File: config.mk
export PLATFORM = sky130hd
export DESIGN_NAME = cbseq_top
export DESIGN_NICKNAME = d
export VERILOG_FILES = /design/src/include/cbseq_pkg.sv /design/src/rtl/cbseq_top.sv /design/src/rtl/cbseq_counter.sv
export SDC_FILE = /design/constraint.sdc
export NUM_CORES = 1
export LEC_CHECK = 0
export BUFFER_PORTS_ARGS = -buffer_cell sky130_fd_sc_hd__buf_4
export CAP_MARGIN = 10
export CORE_ASPECT_RATIO = 1.75
export CORE_MARGIN = 4
export CORE_UTILIZATION = 61
export CTS_CLUSTER_SIZE = 14
export DETAILED_ROUTE_END_ITERATION = 12
export PLACE_DENSITY = 0.87
export SLEW_MARGIN = 20
export SYNTH_ARGS = -nofsm -noshare
export SYNTH_HDL_FRONTEND = slang
export SYNTH_SLANG_ARGS = --single-unit
export TNS_END_PERCENT = 50
File: constraint.sdc
create_clock -name i_clk -period 4.6 [get_ports i_clk]
set_clock_uncertainty 0.1 [all_clocks]
set_input_delay 0.69 -clock i_clk [delete_from_list [all_inputs] [get_ports i_clk]]
set_output_delay 0.69 -clock i_clk [all_outputs]
set_load 0.05 [all_outputs]
File: src/include/cbseq_pkg.sv
package cbseq_pkg;

	// ==========================================================
	// Widths, reset vector and stepping figures
	localparam int          AW          = 32;
	localparam logic [31:0] RESET_VEC   = 32'h0000_0000;
	localparam logic [31:0] WORD_STEP   = 32'h0000_0002;
	localparam logic [31:0] MOVE_STEP   = 32'h0000_0001;
	localparam logic [1:0]  IMM16_FETCH = 2'h1;
	localparam logic [1:0]  IMM32_FETCH = 2'h2;
	localparam logic [2:0]  REG_MIN     = 3'h2;
	localparam logic [2:0]  REG_MAX     = 3'h4;

	// ==========================================================
	// Instruction classes offered by the decoder
	typedef enum logic [3:0] {
		OP_ALU_REG,
		OP_ALU_IMM16,
		OP_ALU_IMM32,
		OP_TEST_AND_SET,
		OP_SOFTWARE_TRAP,
		OP_BLOCK_MOVE,
		OP_MULTI_REG_PUSH,
		OP_MULTI_REG_POP
	} cbseq_op_t;

	// ==========================================================
	// One bus cycle towards the bus controller
	typedef struct packed {
		logic          valid;
		logic          write;
		logic          byte_size;
		logic          locked;
		logic [AW-1:0] addr;
	} cbseq_cyc_t;

	// Operands presented with a request
	typedef struct packed {
		cbseq_op_t     op;
		logic [AW-1:0] pc;
		logic [AW-1:0] sp;
		logic [AW-1:0] ea;
		logic [AW-1:0] vector_address;
		logic [AW-1:0] gp_reg_five;
		logic [AW-1:0] gp_reg_six;
		logic [15:0]   count_reg;
		logic          count_is_word;
		logic [2:0]    reg_count;
	} cbseq_req_t;

endpackage : cbseq_pkg

File: src/rtl/cbseq_top.sv
`timescale 1ns/1ps
module cbseq_top
	import cbseq_pkg::*;
(
	input  wire logic                  i_clk,
	input  wire logic                  i_srst,
	input  wire logic                  i_req_valid,
	input  wire cbseq_pkg::cbseq_req_t i_req,
	input  wire logic                  i_irq,
	input  wire logic                  i_wake,
	input  wire logic [15:0]           i_rdata,
	input  wire logic                  i_ack,
	input  wire logic [15:0]           i_extended_control_reg,
	output logic                       o_req_ready,
	output cbseq_pkg::cbseq_cyc_t      o_cyc,
	output logic                       o_internal,
	output logic [15:0]                o_wdata,
	output logic [AW-1:0]              o_move_source_addr,
	output logic [AW-1:0]              o_move_dest_addr,
	output logic [AW-1:0]              o_start_addr,
	output logic                       o_done
);
	import cbseq_pkg::*;

	typedef enum logic [4:0] {
		S_IDLE, S_VEC, S_VEC2, S_INT_B, S_HFET, S_FET, S_NEXT, S_PREF, S_INT_A,
		S_PUSH_L, S_PUSH_H, S_PUSH_X, S_TAS_W, S_MV_RD, S_MV_WR, S_MR_INT, S_MR_H, S_MR_L
	} cbseq_state_t;

	cbseq_state_t  state;
	cbseq_op_t     op;
	logic [AW-1:0] addr;
	logic [AW-1:0] ret_pc;
	logic [AW-1:0] sp;
	logic [AW-1:0] ea;
	logic [AW-1:0] vec;
	logic [1:0]    extra;
	logic          wake;
	logic          is_bus;
	logic          step;
	logic          cnt_load;
	logic [15:0]   cnt_value;
	logic          cnt_dec;
	logic [15:0]   cnt;
	logic          cnt_last;
	logic [15:0]   move_count;

	// ==========================================================
	// Bus cycle presentation
	always_comb begin
		is_bus = !(state inside {S_IDLE, S_INT_A, S_INT_B, S_MR_INT}) && !(state == S_PREF && wake);
		o_cyc.valid     = is_bus;
		o_cyc.write     = state inside {S_PUSH_L, S_PUSH_H, S_PUSH_X, S_TAS_W, S_MV_WR}
		                  || (state inside {S_MR_H, S_MR_L} && op == OP_MULTI_REG_PUSH);
		o_cyc.byte_size = state inside {S_TAS_W, S_MV_RD, S_MV_WR};
		o_cyc.locked    = (state == S_VEC);
		o_cyc.addr      = addr;
		o_internal      = !is_bus && (state != S_IDLE);
		step            = is_bus ? i_ack : (state != S_IDLE);
		o_req_ready     = (state == S_IDLE) && !i_irq;
	end

	// Move count from the low byte or the low word
	assign move_count = i_req.count_is_word ? i_req.count_reg : {8'h00, i_req.count_reg[7:0]};

	// Counter load and decrement
	assign cnt_load  = (state == S_IDLE) && o_req_ready && i_req_valid;
	assign cnt_value = (i_req.op == OP_BLOCK_MOVE) ? move_count : {13'h0000, i_req.reg_count};
	assign cnt_dec   = i_ack && (state == S_MV_WR || state == S_MR_L);

	cbseq_counter #(.W(16)) cbseq_counter_inst (
		.i_clk   (i_clk),
		.i_srst  (i_srst),
		.i_load  (cnt_load),
		.i_value (cnt_value),
		.i_dec   (cnt_dec),
		.o_count (cnt),
		.o_last  (cnt_last)
	);

	// ==========================================================
	// Sequencer state and address
	always_ff @(posedge i_clk) begin
		o_done <= 1'b0;
		if (i_srst) begin
			state <= S_VEC;
			addr  <= RESET_VEC;
			vec   <= RESET_VEC;
			op    <= OP_ALU_REG;
			extra <= 2'h0;
			wake  <= 1'b0;
			ret_pc <= '0;
			sp    <= '0;
			ea    <= '0;
		end else begin
			case (state)
				S_IDLE: begin
					if (i_irq) begin
						state  <= S_PREF;
						addr   <= i_req.pc + WORD_STEP;
						ret_pc <= i_req.pc;
						sp     <= i_req.sp;
						vec    <= i_req.vector_address;
						wake   <= i_wake;
					end else if (i_req_valid) begin
						op    <= i_req.op;
						addr  <= i_req.pc;
						ea    <= i_req.ea;
						sp    <= i_req.sp;
						vec   <= i_req.vector_address;
						ret_pc <= i_req.pc;
						wake  <= 1'b0;
						extra <= 2'h0;
						case (i_req.op)
							OP_ALU_IMM16, OP_TEST_AND_SET, OP_MULTI_REG_PUSH, OP_MULTI_REG_POP: begin
								state <= S_FET;
								extra <= IMM16_FETCH;
							end
							OP_ALU_IMM32: begin
								state <= S_FET;
								extra <= IMM32_FETCH;
							end
							OP_BLOCK_MOVE: begin
								state <= (move_count == 16'h0000) ? S_IDLE : S_MV_RD;
								addr  <= i_req.gp_reg_five;
								o_done <= (move_count == 16'h0000);
							end
							default: begin
								state <= S_NEXT;
							end
						endcase
					end
				end
				S_FET: begin
					if (step) begin
						addr  <= addr + WORD_STEP;
						extra <= extra - 2'h1;
						state <= (extra == 2'h1) ? S_NEXT : S_FET;
					end
				end
				S_NEXT: begin
					if (step) begin
						case (op)
							OP_TEST_AND_SET: begin
								state <= S_TAS_W;
								addr  <= ea;
							end
							OP_SOFTWARE_TRAP: begin
								state  <= S_INT_A;
								ret_pc <= addr + WORD_STEP;
							end
							OP_MULTI_REG_PUSH, OP_MULTI_REG_POP: begin
								state <= S_MR_INT;
								addr  <= (op == OP_MULTI_REG_PUSH) ? sp - WORD_STEP : sp;
							end
							default: begin
								state  <= S_IDLE;
								o_done <= 1'b1;
							end
						endcase
					end
				end
				S_PREF: begin
					if (step) begin
						state <= S_INT_A;
					end
				end
				S_INT_A: begin
					state <= S_PUSH_L;
					addr  <= sp - WORD_STEP;
				end
				S_PUSH_L: begin
					if (step) begin
						state <= S_PUSH_H;
						addr  <= addr - WORD_STEP;
					end
				end
				S_PUSH_H: begin
					if (step) begin
						state <= S_PUSH_X;
						addr  <= addr - WORD_STEP;
					end
				end
				S_PUSH_X: begin
					if (step) begin
						state <= S_VEC;
						addr  <= vec;
					end
				end
				S_VEC: begin
					if (step) begin
						state <= S_VEC2;
						addr  <= vec + WORD_STEP;
					end
				end
				S_VEC2: begin
					if (step) begin
						state <= S_INT_B;
					end
				end
				S_INT_B: begin
					state <= S_HFET;
					addr  <= o_start_addr;
				end
				S_HFET, S_TAS_W: begin
					if (step) begin
						state  <= S_IDLE;
						o_done <= 1'b1;
					end
				end
				S_MV_RD: begin
					if (step) begin
						state <= S_MV_WR;
						addr  <= o_move_dest_addr;
					end
				end
				S_MV_WR: begin
					if (step) begin
						state  <= cnt_last ? S_IDLE : S_MV_RD;
						addr   <= o_move_source_addr + MOVE_STEP;
						o_done <= cnt_last;
					end
				end
				S_MR_INT: begin
					state <= S_MR_H;
				end
				S_MR_H: begin
					if (step) begin
						state <= S_MR_L;
						addr  <= (op == OP_MULTI_REG_PUSH) ? addr - WORD_STEP : addr + WORD_STEP;
					end
				end
				S_MR_L: begin
					if (step) begin
						state  <= cnt_last ? S_IDLE : S_MR_H;
						addr   <= (op == OP_MULTI_REG_PUSH) ? addr - WORD_STEP : addr + WORD_STEP;
						o_done <= cnt_last;
					end
				end
				default: begin
					state <= S_IDLE;
				end
			endcase
		end
	end

	// ==========================================================
	// Block-move address registers
	always_ff @(posedge i_clk) begin
		if (i_srst) begin
			o_move_source_addr <= '0;
			o_move_dest_addr   <= '0;
		end else if (cnt_load && i_req.op == OP_BLOCK_MOVE) begin
			o_move_source_addr <= i_req.gp_reg_five;
			o_move_dest_addr   <= i_req.gp_reg_six;
		end else if (state == S_MV_WR && i_ack) begin
			o_move_source_addr <= o_move_source_addr + MOVE_STEP;
			o_move_dest_addr   <= o_move_dest_addr + MOVE_STEP;
		end
	end

	// Start address loaded from the vector words
	always_ff @(posedge i_clk) begin
		if (i_srst) begin
			o_start_addr <= '0;
		end else if (state == S_VEC && i_ack) begin
			o_start_addr <= {i_rdata, o_start_addr[15:0]};
		end else if (state == S_VEC2 && i_ack) begin
			o_start_addr <= {o_start_addr[AW-1:16], i_rdata};
		end
	end

	// Stack write data
	always_comb begin
		case (state)
			S_PUSH_L: o_wdata = ret_pc[15:0];
			S_PUSH_H: o_wdata = ret_pc[AW-1:16];
			S_PUSH_X: o_wdata = i_extended_control_reg;
			default:  o_wdata = 16'h0000;
		endcase
	end

	// ==========================================================
	// Checks
	property p_reset_vec;
		@(posedge i_clk) $fell(i_srst) |-> (o_cyc.locked && o_cyc.addr == RESET_VEC && !o_cyc.write);
	endproperty
	a_reset_vec: assert property (p_reset_vec) else $error("reset vector read missing");

	property p_vec2;
		@(posedge i_clk) disable iff (i_srst)
		(state == S_VEC && i_ack) |=> (o_cyc.addr == vec + WORD_STEP && !o_cyc.locked);
	endproperty
	a_vec2: assert property (p_vec2) else $error("second vector read wrong");

	property p_int_after_vec;
		@(posedge i_clk) disable iff (i_srst)
		(state == S_VEC2 && i_ack) |=> o_internal ##1 (o_cyc.valid && o_cyc.addr == o_start_addr);
	endproperty
	a_int_after_vec: assert property (p_int_after_vec) else $error("no internal then fetch");

	property p_push_order;
		@(posedge i_clk) disable iff (i_srst)
		(state == S_PUSH_L && i_ack) |=> (o_wdata == ret_pc[AW-1:16] && o_cyc.write);
	endproperty
	a_push_order: assert property (p_push_order) else $error("high push not after low");

	property p_irq_entry;
		@(posedge i_clk) disable iff (i_srst)
		(state == S_IDLE && i_irq) |=> (state == S_PREF && addr == $past(i_req.pc) + WORD_STEP);
	endproperty
	a_irq_entry: assert property (p_irq_entry) else $error("prefetch address wrong");

	property p_wake;
		@(posedge i_clk) disable iff (i_srst)
		(state == S_PREF && wake) |-> (!o_cyc.valid && o_internal);
	endproperty
	a_wake: assert property (p_wake) else $error("bus read during wake prefetch");

	property p_move_inc;
		@(posedge i_clk) disable iff (i_srst)
		(state == S_MV_WR && i_ack) |=> o_move_dest_addr == $past(o_move_dest_addr) + MOVE_STEP;
	endproperty
	a_move_inc: assert property (p_move_inc) else $error("destination not incremented");

	property p_move_src;
		@(posedge i_clk) disable iff (i_srst)
		(state == S_MV_WR && i_ack && !cnt_last)
		|=> (o_cyc.addr == $past(o_move_source_addr) + MOVE_STEP);
	endproperty
	a_move_src: assert property (p_move_src) else $error("source not advanced");

	property p_move_cnt;
		@(posedge i_clk) disable iff (i_srst)
		(state == S_MV_RD) |-> (cnt != 16'h0000);
	endproperty
	a_move_cnt: assert property (p_move_cnt) else $error("transfer with zero count");

	property p_move_zero;
		@(posedge i_clk) disable iff (i_srst)
		(cnt_load && i_req.op == OP_BLOCK_MOVE && move_count == 16'h0000) |=> (state == S_IDLE && o_done);
	endproperty
	a_move_zero: assert property (p_move_zero) else $error("zero count moved data");

	property p_multi_pair;
		@(posedge i_clk) disable iff (i_srst)
		(state == S_MR_H && i_ack) |=> state == S_MR_L;
	endproperty
	a_multi_pair: assert property (p_multi_pair) else $error("stack pair broken");

	property p_tas_byte;
		@(posedge i_clk) disable iff (i_srst)
		(state == S_NEXT && op == OP_TEST_AND_SET && i_ack)
		|=> (o_cyc.write && o_cyc.byte_size && o_cyc.addr == ea);
	endproperty
	a_tas_byte: assert property (p_tas_byte) else $error("test-and-set write wrong");

	property p_imm32;
		@(posedge i_clk) disable iff (i_srst)
		(cnt_load && i_req.op == OP_ALU_IMM32) |=> (state == S_FET && extra == IMM32_FETCH);
	endproperty
	a_imm32: assert property (p_imm32) else $error("32-bit immediate fetch count wrong");
endmodule : cbseq_top

File: src/rtl/cbseq_counter.sv
`timescale 1ns/1ps
// Loadable down counter for repeat and transfer counts
module cbseq_counter #(
	parameter int W = 16
) (
	input  wire logic         i_clk,
	input  wire logic         i_srst,
	input  wire logic         i_load,
	input  wire logic [W-1:0] i_value,
	input  wire logic         i_dec,
	output logic      [W-1:0] o_count,
	output logic              o_last
);
	// ==========================================================
	// Count register
	always_ff @(posedge i_clk) begin
		if (i_srst) begin
			o_count <= '0;
		end else if (i_load) begin
			o_count <= i_value;
		end else if (i_dec && (o_count != '0)) begin
			o_count <= o_count - W'(1);
		end
	end

	// One pass left
	assign o_last = (o_count == W'(1));
endmodule : cbseq_counter

## Yosys cells after proc, flatten, opt, wreduce, memory -nomap -nowiden

Index checks and enable logic that the tools add are counted.

| word-level totals | value |
|---|---|
| bits in registers | 285 |
| input bits | 254 |
| output and inout bits | 151 |
| word-level logic and storage cells | 196 |

| operators by class | value |
|---|---|
| add/subtract/negate cells | 9 |
| equal/unequal tests | 49 |
| muxes and demuxes | 73 |
| bitwise operators | 2 |
| reduce and logical (&&, ||, !) cells | 48 |

Operator list:

| cell | number |
|---|---|
| two-way mux 32 bit | 26 |
| one-hot mux 32 bit (11 select lines) | 1 |
| one-hot mux 32 bit (2 select lines) | 2 |
| adder 32 x 2 -> 32 bit, second input constant | 3 |
| one-hot mux 5 bit (17 select lines) | 1 |
| two-way mux 16 bit | 5 |
| two-way mux 5 bit | 16 |
| adder 32 x 1 -> 32 bit, second input constant | 2 |
| subtractor 32 x 2 -> 32 bit, second input constant | 2 |
| one-hot mux 16 bit (3 select lines) | 1 |
| == test 5 x 4 -> 1 bit, second input constant | 8 |
| != test 2 bit, second input constant | 15 |
| == test 4 x 3 -> 1 bit, second input constant | 6 |
| == test 5 x 3 -> 1 bit, second input constant | 4 |
| == test 16 x 1 -> 1 bit, second input constant | 1 |
| logical NOT 16 bit | 1 |
| nonzero test 16 bit | 1 |
| subtractor 16 x 1 -> 16 bit, second input constant | 1 |
| AND reduction 14 bit | 1 |
| logical AND 1 bit | 13 |
| == test 4 x 2 -> 1 bit, second input constant | 3 |
| one-hot mux 4 bit (3 select lines) | 1 |
| nonzero test 2 bit | 6 |
| AND reduction 11 bit | 1 |
| other kinds (28) | 60 |

## Depth between registers and ports, before layout

| depth | value |
|---|---|
| depth after elaboration | 7 |
| mapped depth | 11 |
| mapped depth without buffers | 9 |

## By module

Synthesis repeated with hierarchy kept, for this count alone.

| unflattened totals | value |
|---|---|
| cell total of the unflattened synthesis | 2748 |
| area, all modules | 19565.0 µm² |

By module, submodules not included:

| module | times used | cells an instance | area each (µm²) | seq. area each (µm²) |
|---|---|---|---|---|
| cbseq_top | 1 | 2624 | 18545.3 | 5385.2 |
| cbseq_counter | 1 | 124 | 1019.7 | 320.3 |

## Least setup slack after synthesis

No wires, ideal clock.

| path | value |
|---|---|
| path type | flip-flop to output port |
| from | reg state[1] |
| to | out o_wdata[1] |
| arrival time | 2.174 ns |
| data required time | 3.810 ns |
| setup slack | 1.636 ns |
| stages on the path, launching flop included | 8 |
| buffers on the path | 4 |
| cells stage by stage | dfxtp_1 > buf_4 > buf_2 > buf_1 > buf_1 > mux2_2 > a22oi_1 > nor2_1 |

| on the way | value |
|---|---|
| longest elaborated chain between the ends | 2 |
| elaborated cells between the ends (all ways) | 4 |
| those cells by class | eq/ne: 3; mux: 1 |

RTL lines:

| item | line | source |
|---|---|---|
| start, declared | cbseq_top.sv:30 | `cbseq_state_t state;` |
| start signal, assigned | cbseq_top.sv:124 | `state <= (move_count == 16'h0000) ? S_IDLE : S_MV_RD;` |
| start signal, assigned | cbseq_top.sv:138 | `state <= (extra == 2'h1) ? S_NEXT : S_FET;` |
| start signal, assigned | cbseq_top.sv:219 | `state <= cnt_last ? S_IDLE : S_MV_RD;` |
| == test 5 x 4 -> 1 bit | cbseq_top.sv:275 | `case (state)` |
| one-hot mux 16 bit (3 select lines) (*) | cbseq_top.sv:275 |  |
| end, declared | cbseq_top.sv:17 | `output logic [15:0] o_wdata,` |

Every way passes the cells marked *; elsewhere a longest branch is shown, timed or not.

## Final worst setup path

| path | value |
|---|---|
| from | reg sp[1] |
| to | reg addr[17] |

| on the way | value |
|---|---|
| longest elaborated chain between the ends | 5 |

RTL lines:

| item | line | source |
|---|---|---|
| start, declared | cbseq_top.sv:34 | `logic [AW-1:0] sp;` |
| start signal, assigned | cbseq_top.sv:102 | `sp <= i_req.sp;` |
| start signal, assigned | cbseq_top.sv:109 | `sp <= i_req.sp;` |
| subtractor 32 x 2 -> 32 bit (*) | cbseq_top.sv:154, cbseq_top.sv:170 |  |
| two-way mux 32 bit | cbseq_top.sv:154 | `addr <= (op == OP_MULTI_REG_PUSH) ? sp - WORD_STEP : sp;` |
| one-hot mux 32 bit (2 select lines) | cbseq_top.sv:143 | `case (op)` |
| two-way mux 32 bit | cbseq_top.sv:142 | `if (step) begin` |
| one-hot mux 32 bit (11 select lines) (*) | cbseq_top.sv:96 | `case (state)` |
| end signal, assigned | cbseq_top.sv:100 | `addr <= i_req.pc + WORD_STEP;` |
| end signal, assigned | cbseq_top.sv:107 | `addr <= i_req.pc;` |
| end signal, assigned | cbseq_top.sv:154 |  |
| end, declared | cbseq_top.sv:32 | `logic [AW-1:0] addr;` |

Every way passes the cells marked *; elsewhere a longest branch is shown, timed or not. The select of a mux whose other input is x is not followed.
A chain may end at the register's enable or synchronous reset.

==> key figures <==
Status
  – Outcome: completed

Critical path
  – Crit path max-delay family: compound AO/OA/AOI/OAI gates
  – FF-to-FF path depth: 10
  – Crit Path Class: flip-flop to flip-flop
  – Worst flop-to-flop path startpoint: sp[1]$_SDFFE_PP0P_
  – Setup crit start kind: flip-flop
  – WP data arrival: between 4 and 5 ns
  – RR Endpoint: addr[17]$_SDFFE_PP0P_
  – Slowest cell on the critical path: a221oi_1
  – Req. time, crit path: 4.99 ns
  – FF-to-FF setup slack: 0.31 ns
  – Critical Path End Type: flip-flop
  – Crit Path Max Fanout: 13
  – Worst path cell trace: inv_1 > ha_1 > nor3b_2 > nand4_1 > buf_4 > xnor2_1 > a221oi_1 > o211ai_1 > or4_1 > a22o_1
  – Worst path bufs/invs: 2
  – CP max stage delay: 0.99 ns

Power
  – Maximum vdd drop: a little over 0.5 mV
  – Pleak: a little under 0.009 µW
  – Switching share of power: 49.4%
  – Sw power: between 6000 and 7000 µW
  – Combinational Power Share: 50.7%
  – Seq pwr share: roughly 30%
  – PwrDens: between 500 and 600 mW/mm²
  – Int Power: 6410 µW
  – Clk pwr share: about 20%

Worst hold path
  – WHS Endpoint: sp[1]$_SDFFE_PP0P_
  – Hold path cells: 3
  – Hold_sp: i_req[149]
  – HP Class: primary input to flip-flop

Floorplanning
  – Vert. Die Dim: between 200 and 250 µm
  – Row Count: 87
  – DIE AREA: between 0.03 and 0.04 mm²
  – Initial core utilization: roughly 60%
  – Core area: 0.0322 mm²
  – I/O pin total: ~410
  – Die width: between 100 and 150 µm

Yosys
  – Avg Cell Area, Syn: 7.16 µm²
  – Simple-gate share of the synthesized area: about 30%
  – Synth warnings: 0
  – Post-synthesis mux area share: around 1.6%
  – Post-synth ARST share: 0%
  – Cell Area, Synth: between 0.015 and 0.02 mm²
  – Synth Flop Type: dfxtp_1
  – Largest family of logic cells by synthesized area: simple AND/OR/NAND/NOR gates
  – Synth Area in XOR/XNOR: 9.54%
  – EDFF count, synth: 0
  – Cells after synthesis: about 2800
  – Netlist cell types: 93
  – Syn nets: 3035
  – Register bit total from synthesis: 285
  – Post-synthesis compound-gate area fraction: 24.2%
  – Post-synthesis sequential area ratio: between 20% and 30%
  – Adder-cell share of the synthesized area: less than 1%

GRT
  – Pin count of the biggest net entering global routing: slightly below 90
  – Vias in the first global route: 22400
  – Grt ovf: 0
  – First-pass GRT wire length: roughly 140000 µm
  – Initial antenna violation count: 4
  – Gr usage total: between 50% and 60%

Clock network
  – Clock slew at reported path FFs: approximately 0.080 ns
  – Bufs on Longest Clock Path: 3
  – H-tree depth: 1
  – CTS hold repair buffers: 0
  – Clk root buf: clkbuf_16
  – Clock Sinks: 285
  – CTS tree: built
  – Worst-Skew Late Latency: approximately 0.58 ns
  – Setup bufs post-CTS: 0
  – Total CTS buffers: 28
  – CTS-repair resized insts: 0

Placement
  – RePlAce Congestion: around 1.2
  – DP HPWL: 70500 µm
  – Inst Count DP: between 3000 and 4000
  – Port Buffers: 404

Layout
  – Fillers: between 2000 and 3000
  – NumNets Final: around 3300
  – Layout cell share with drive strength beyond 1: between 10% and 20%
  – Area of the multi-input gates: between 0.01 and 0.015 mm²
  – Most frequent cells in the layout: nand2_1, buf_4, dfxtp_1
  – Sequential cell area: between 0.005 and 0.006 mm²
  – Commonest non-fill, non-tap cell in the layout: nand2_1
  – Area Growth Syn to Fin: 20.0%
  – Non-Filler Instances: 3444

Route
  – Met1 Wirelength: between 30000 and 40000 µm
  – DR pass1 iterations: 7
  – WL final: approximately 94000 µm
  – DRC errors left: 0
  – Routed length per instance: 27.3 µm
  – Routed wl met3: between 10000 and 15000 µm
  – Vias: 24500
  – ANT nets after route: 0
  – Met2 wire len: ~42000 µm
  – Via density: slightly above 7
  – Highest routed layer: met5
  – DR iter-0 viols: approximately 3500

Job
  – Max-cap violation count: 0

STA
  – RSZ-0062 raised after global routing: false
  – Setup_tns: 0 ns
  – Slew Viols, Final: 0
  – Final period util: between 90% and 100%
  – Slew HR: between 10% and 20%
  – Worst-Margin Slew: roughly 1.3 ns
  – Max Clk Rate: approximately 230 MHz
  – Final Hold Fails: 0
  – Final setup fails: 0
  – Final min period: roughly 4.3 ns
[registers in the layout, summed over array words and instances, names as in the netlist]
register and cells:
addr 32, ea 32, o_move_dest_addr 32, o_move_source_addr 32
o_start_addr 32, ret_pc 32, sp 32, vec 32
cbseq_counter_inst.o_count 16, state 5, op 4, extra 2
o_done 1, wake 1
[logic make-up (layout without fill, tap and decap cells)]
family | count (synthesis) | in the layout
buffers and inverters | 268 | 539
XOR/XNOR | 216 | 216
AND/OR/NAND/NOR | 1227 | 1227
other | 0 | 2
multiplexers | 29 | 29
flip-flops | 285 | 285
AO/OA/AOI/OAI | 736 | 736
adder cells (fa/ha/maj) | 10 | 10
[stage by stage]
step / hold slack, ns / setup WS (ns) / power, µW / util (%) / cell area (µm²)
global placement: 0.344 / 0.748 / 9730 / 70.9 / 22800
finish: 0.248 / 0.306 / 12700 / 73.9 / 23800
floorplan: 0.332 / 1.64 / 7810 / - / 19800
detailed placement: 0.350 / 0.682 / 9860 / 70.9 / 22800
CTS: 0.248 / 0.575 / 12300 / 73.9 / 23800
global route: 0.257 / 0.206 / 13000 / 73.9 / 23800
[synth_stat cells, types with 17 or more instances]
master    instances  area (µm²)
a211oi_1        106         796
a21oi_1         283        1420
a22o_1           20         175
a22oi_1          35         263
and2_1           28         175
and3_1           32         200
buf_1            17        63.8
buf_2            49         245
clkbuf_1        160         601
dfxtp_1         285        5710
inv_1            24        90.1
mux2_2           18         203
nand2_1         465        1750
nand3_1         100         500
nand4_1          69         432
nor2_1          279        1050
nor3_1           85         425
nor4_1           57         357
o211ai_1         24         180
o21ai_0          78         390
o221ai_1         18         158
o22ai_1          35         219
xnor2_1         114         998
xor2_1          102         893
[area by class of cell]
cell class | instances | area share (%)
inverter | 27 | 0.426
antenna | 2 | 0.0210
sequential | 285 | 24.0
timing repair buffer | 463 | 14.7
clock inverter | 12 | 0.631
clock buffer | 37 | 3.34
tap | 400 | 2.10
multi-input combinational | 2218 | 54.8
[power by group through the flow]
stage | Combinational (µW) | Clock [µW] | Sequential, µW
global route | 6710 | 2540 | 3780
floorplan | 4040 | 0 | 3760
finish | 6420 | 2470 | 3770
CTS | 6140 | 2440 | 3700
detailed placement | 6110 | 0 | 3750
global placement | 6010 | 0 | 3720
[worst max-delay path by stage]
stage | startpoint | to | slack [ns] | depth (start not counted)
after floorplan | state[1]$_SDFFE_PP0P_ | o_wdata[1] | 1.64 | 7
after global placement | state[2]$_SDFFE_PP0P_ | addr[9]$_SDFFE_PP0P_ | 0.75 | 7
after detailed placement | state[2]$_SDFFE_PP0P_ | addr[9]$_SDFFE_PP0P_ | 0.68 | 7
after CTS | state[1]$_SDFFE_PP0P_ | o_wdata[15] | 0.58 | 5
after global routing | sp[1]$_SDFFE_PP0P_ | addr[17]$_SDFFE_PP0P_ | 0.21 | 10
final | sp[1]$_SDFFE_PP0P_ | addr[17]$_SDFFE_PP0P_ | 0.31 | 10
[metal layers]
metal,up-vias,global-route usage [%]
met5,-,0
met2,2071,77.9
met3,574,12.7
met4,4,41.0
met1,11300,56.6
li1,10500,-
[tightest hold or removal path, stage by stage]
cell,delay [ns]
buf_4,0.11
nand2_1,0.04
a21oi_1,0.05
(Power assumes the default switching activity.)
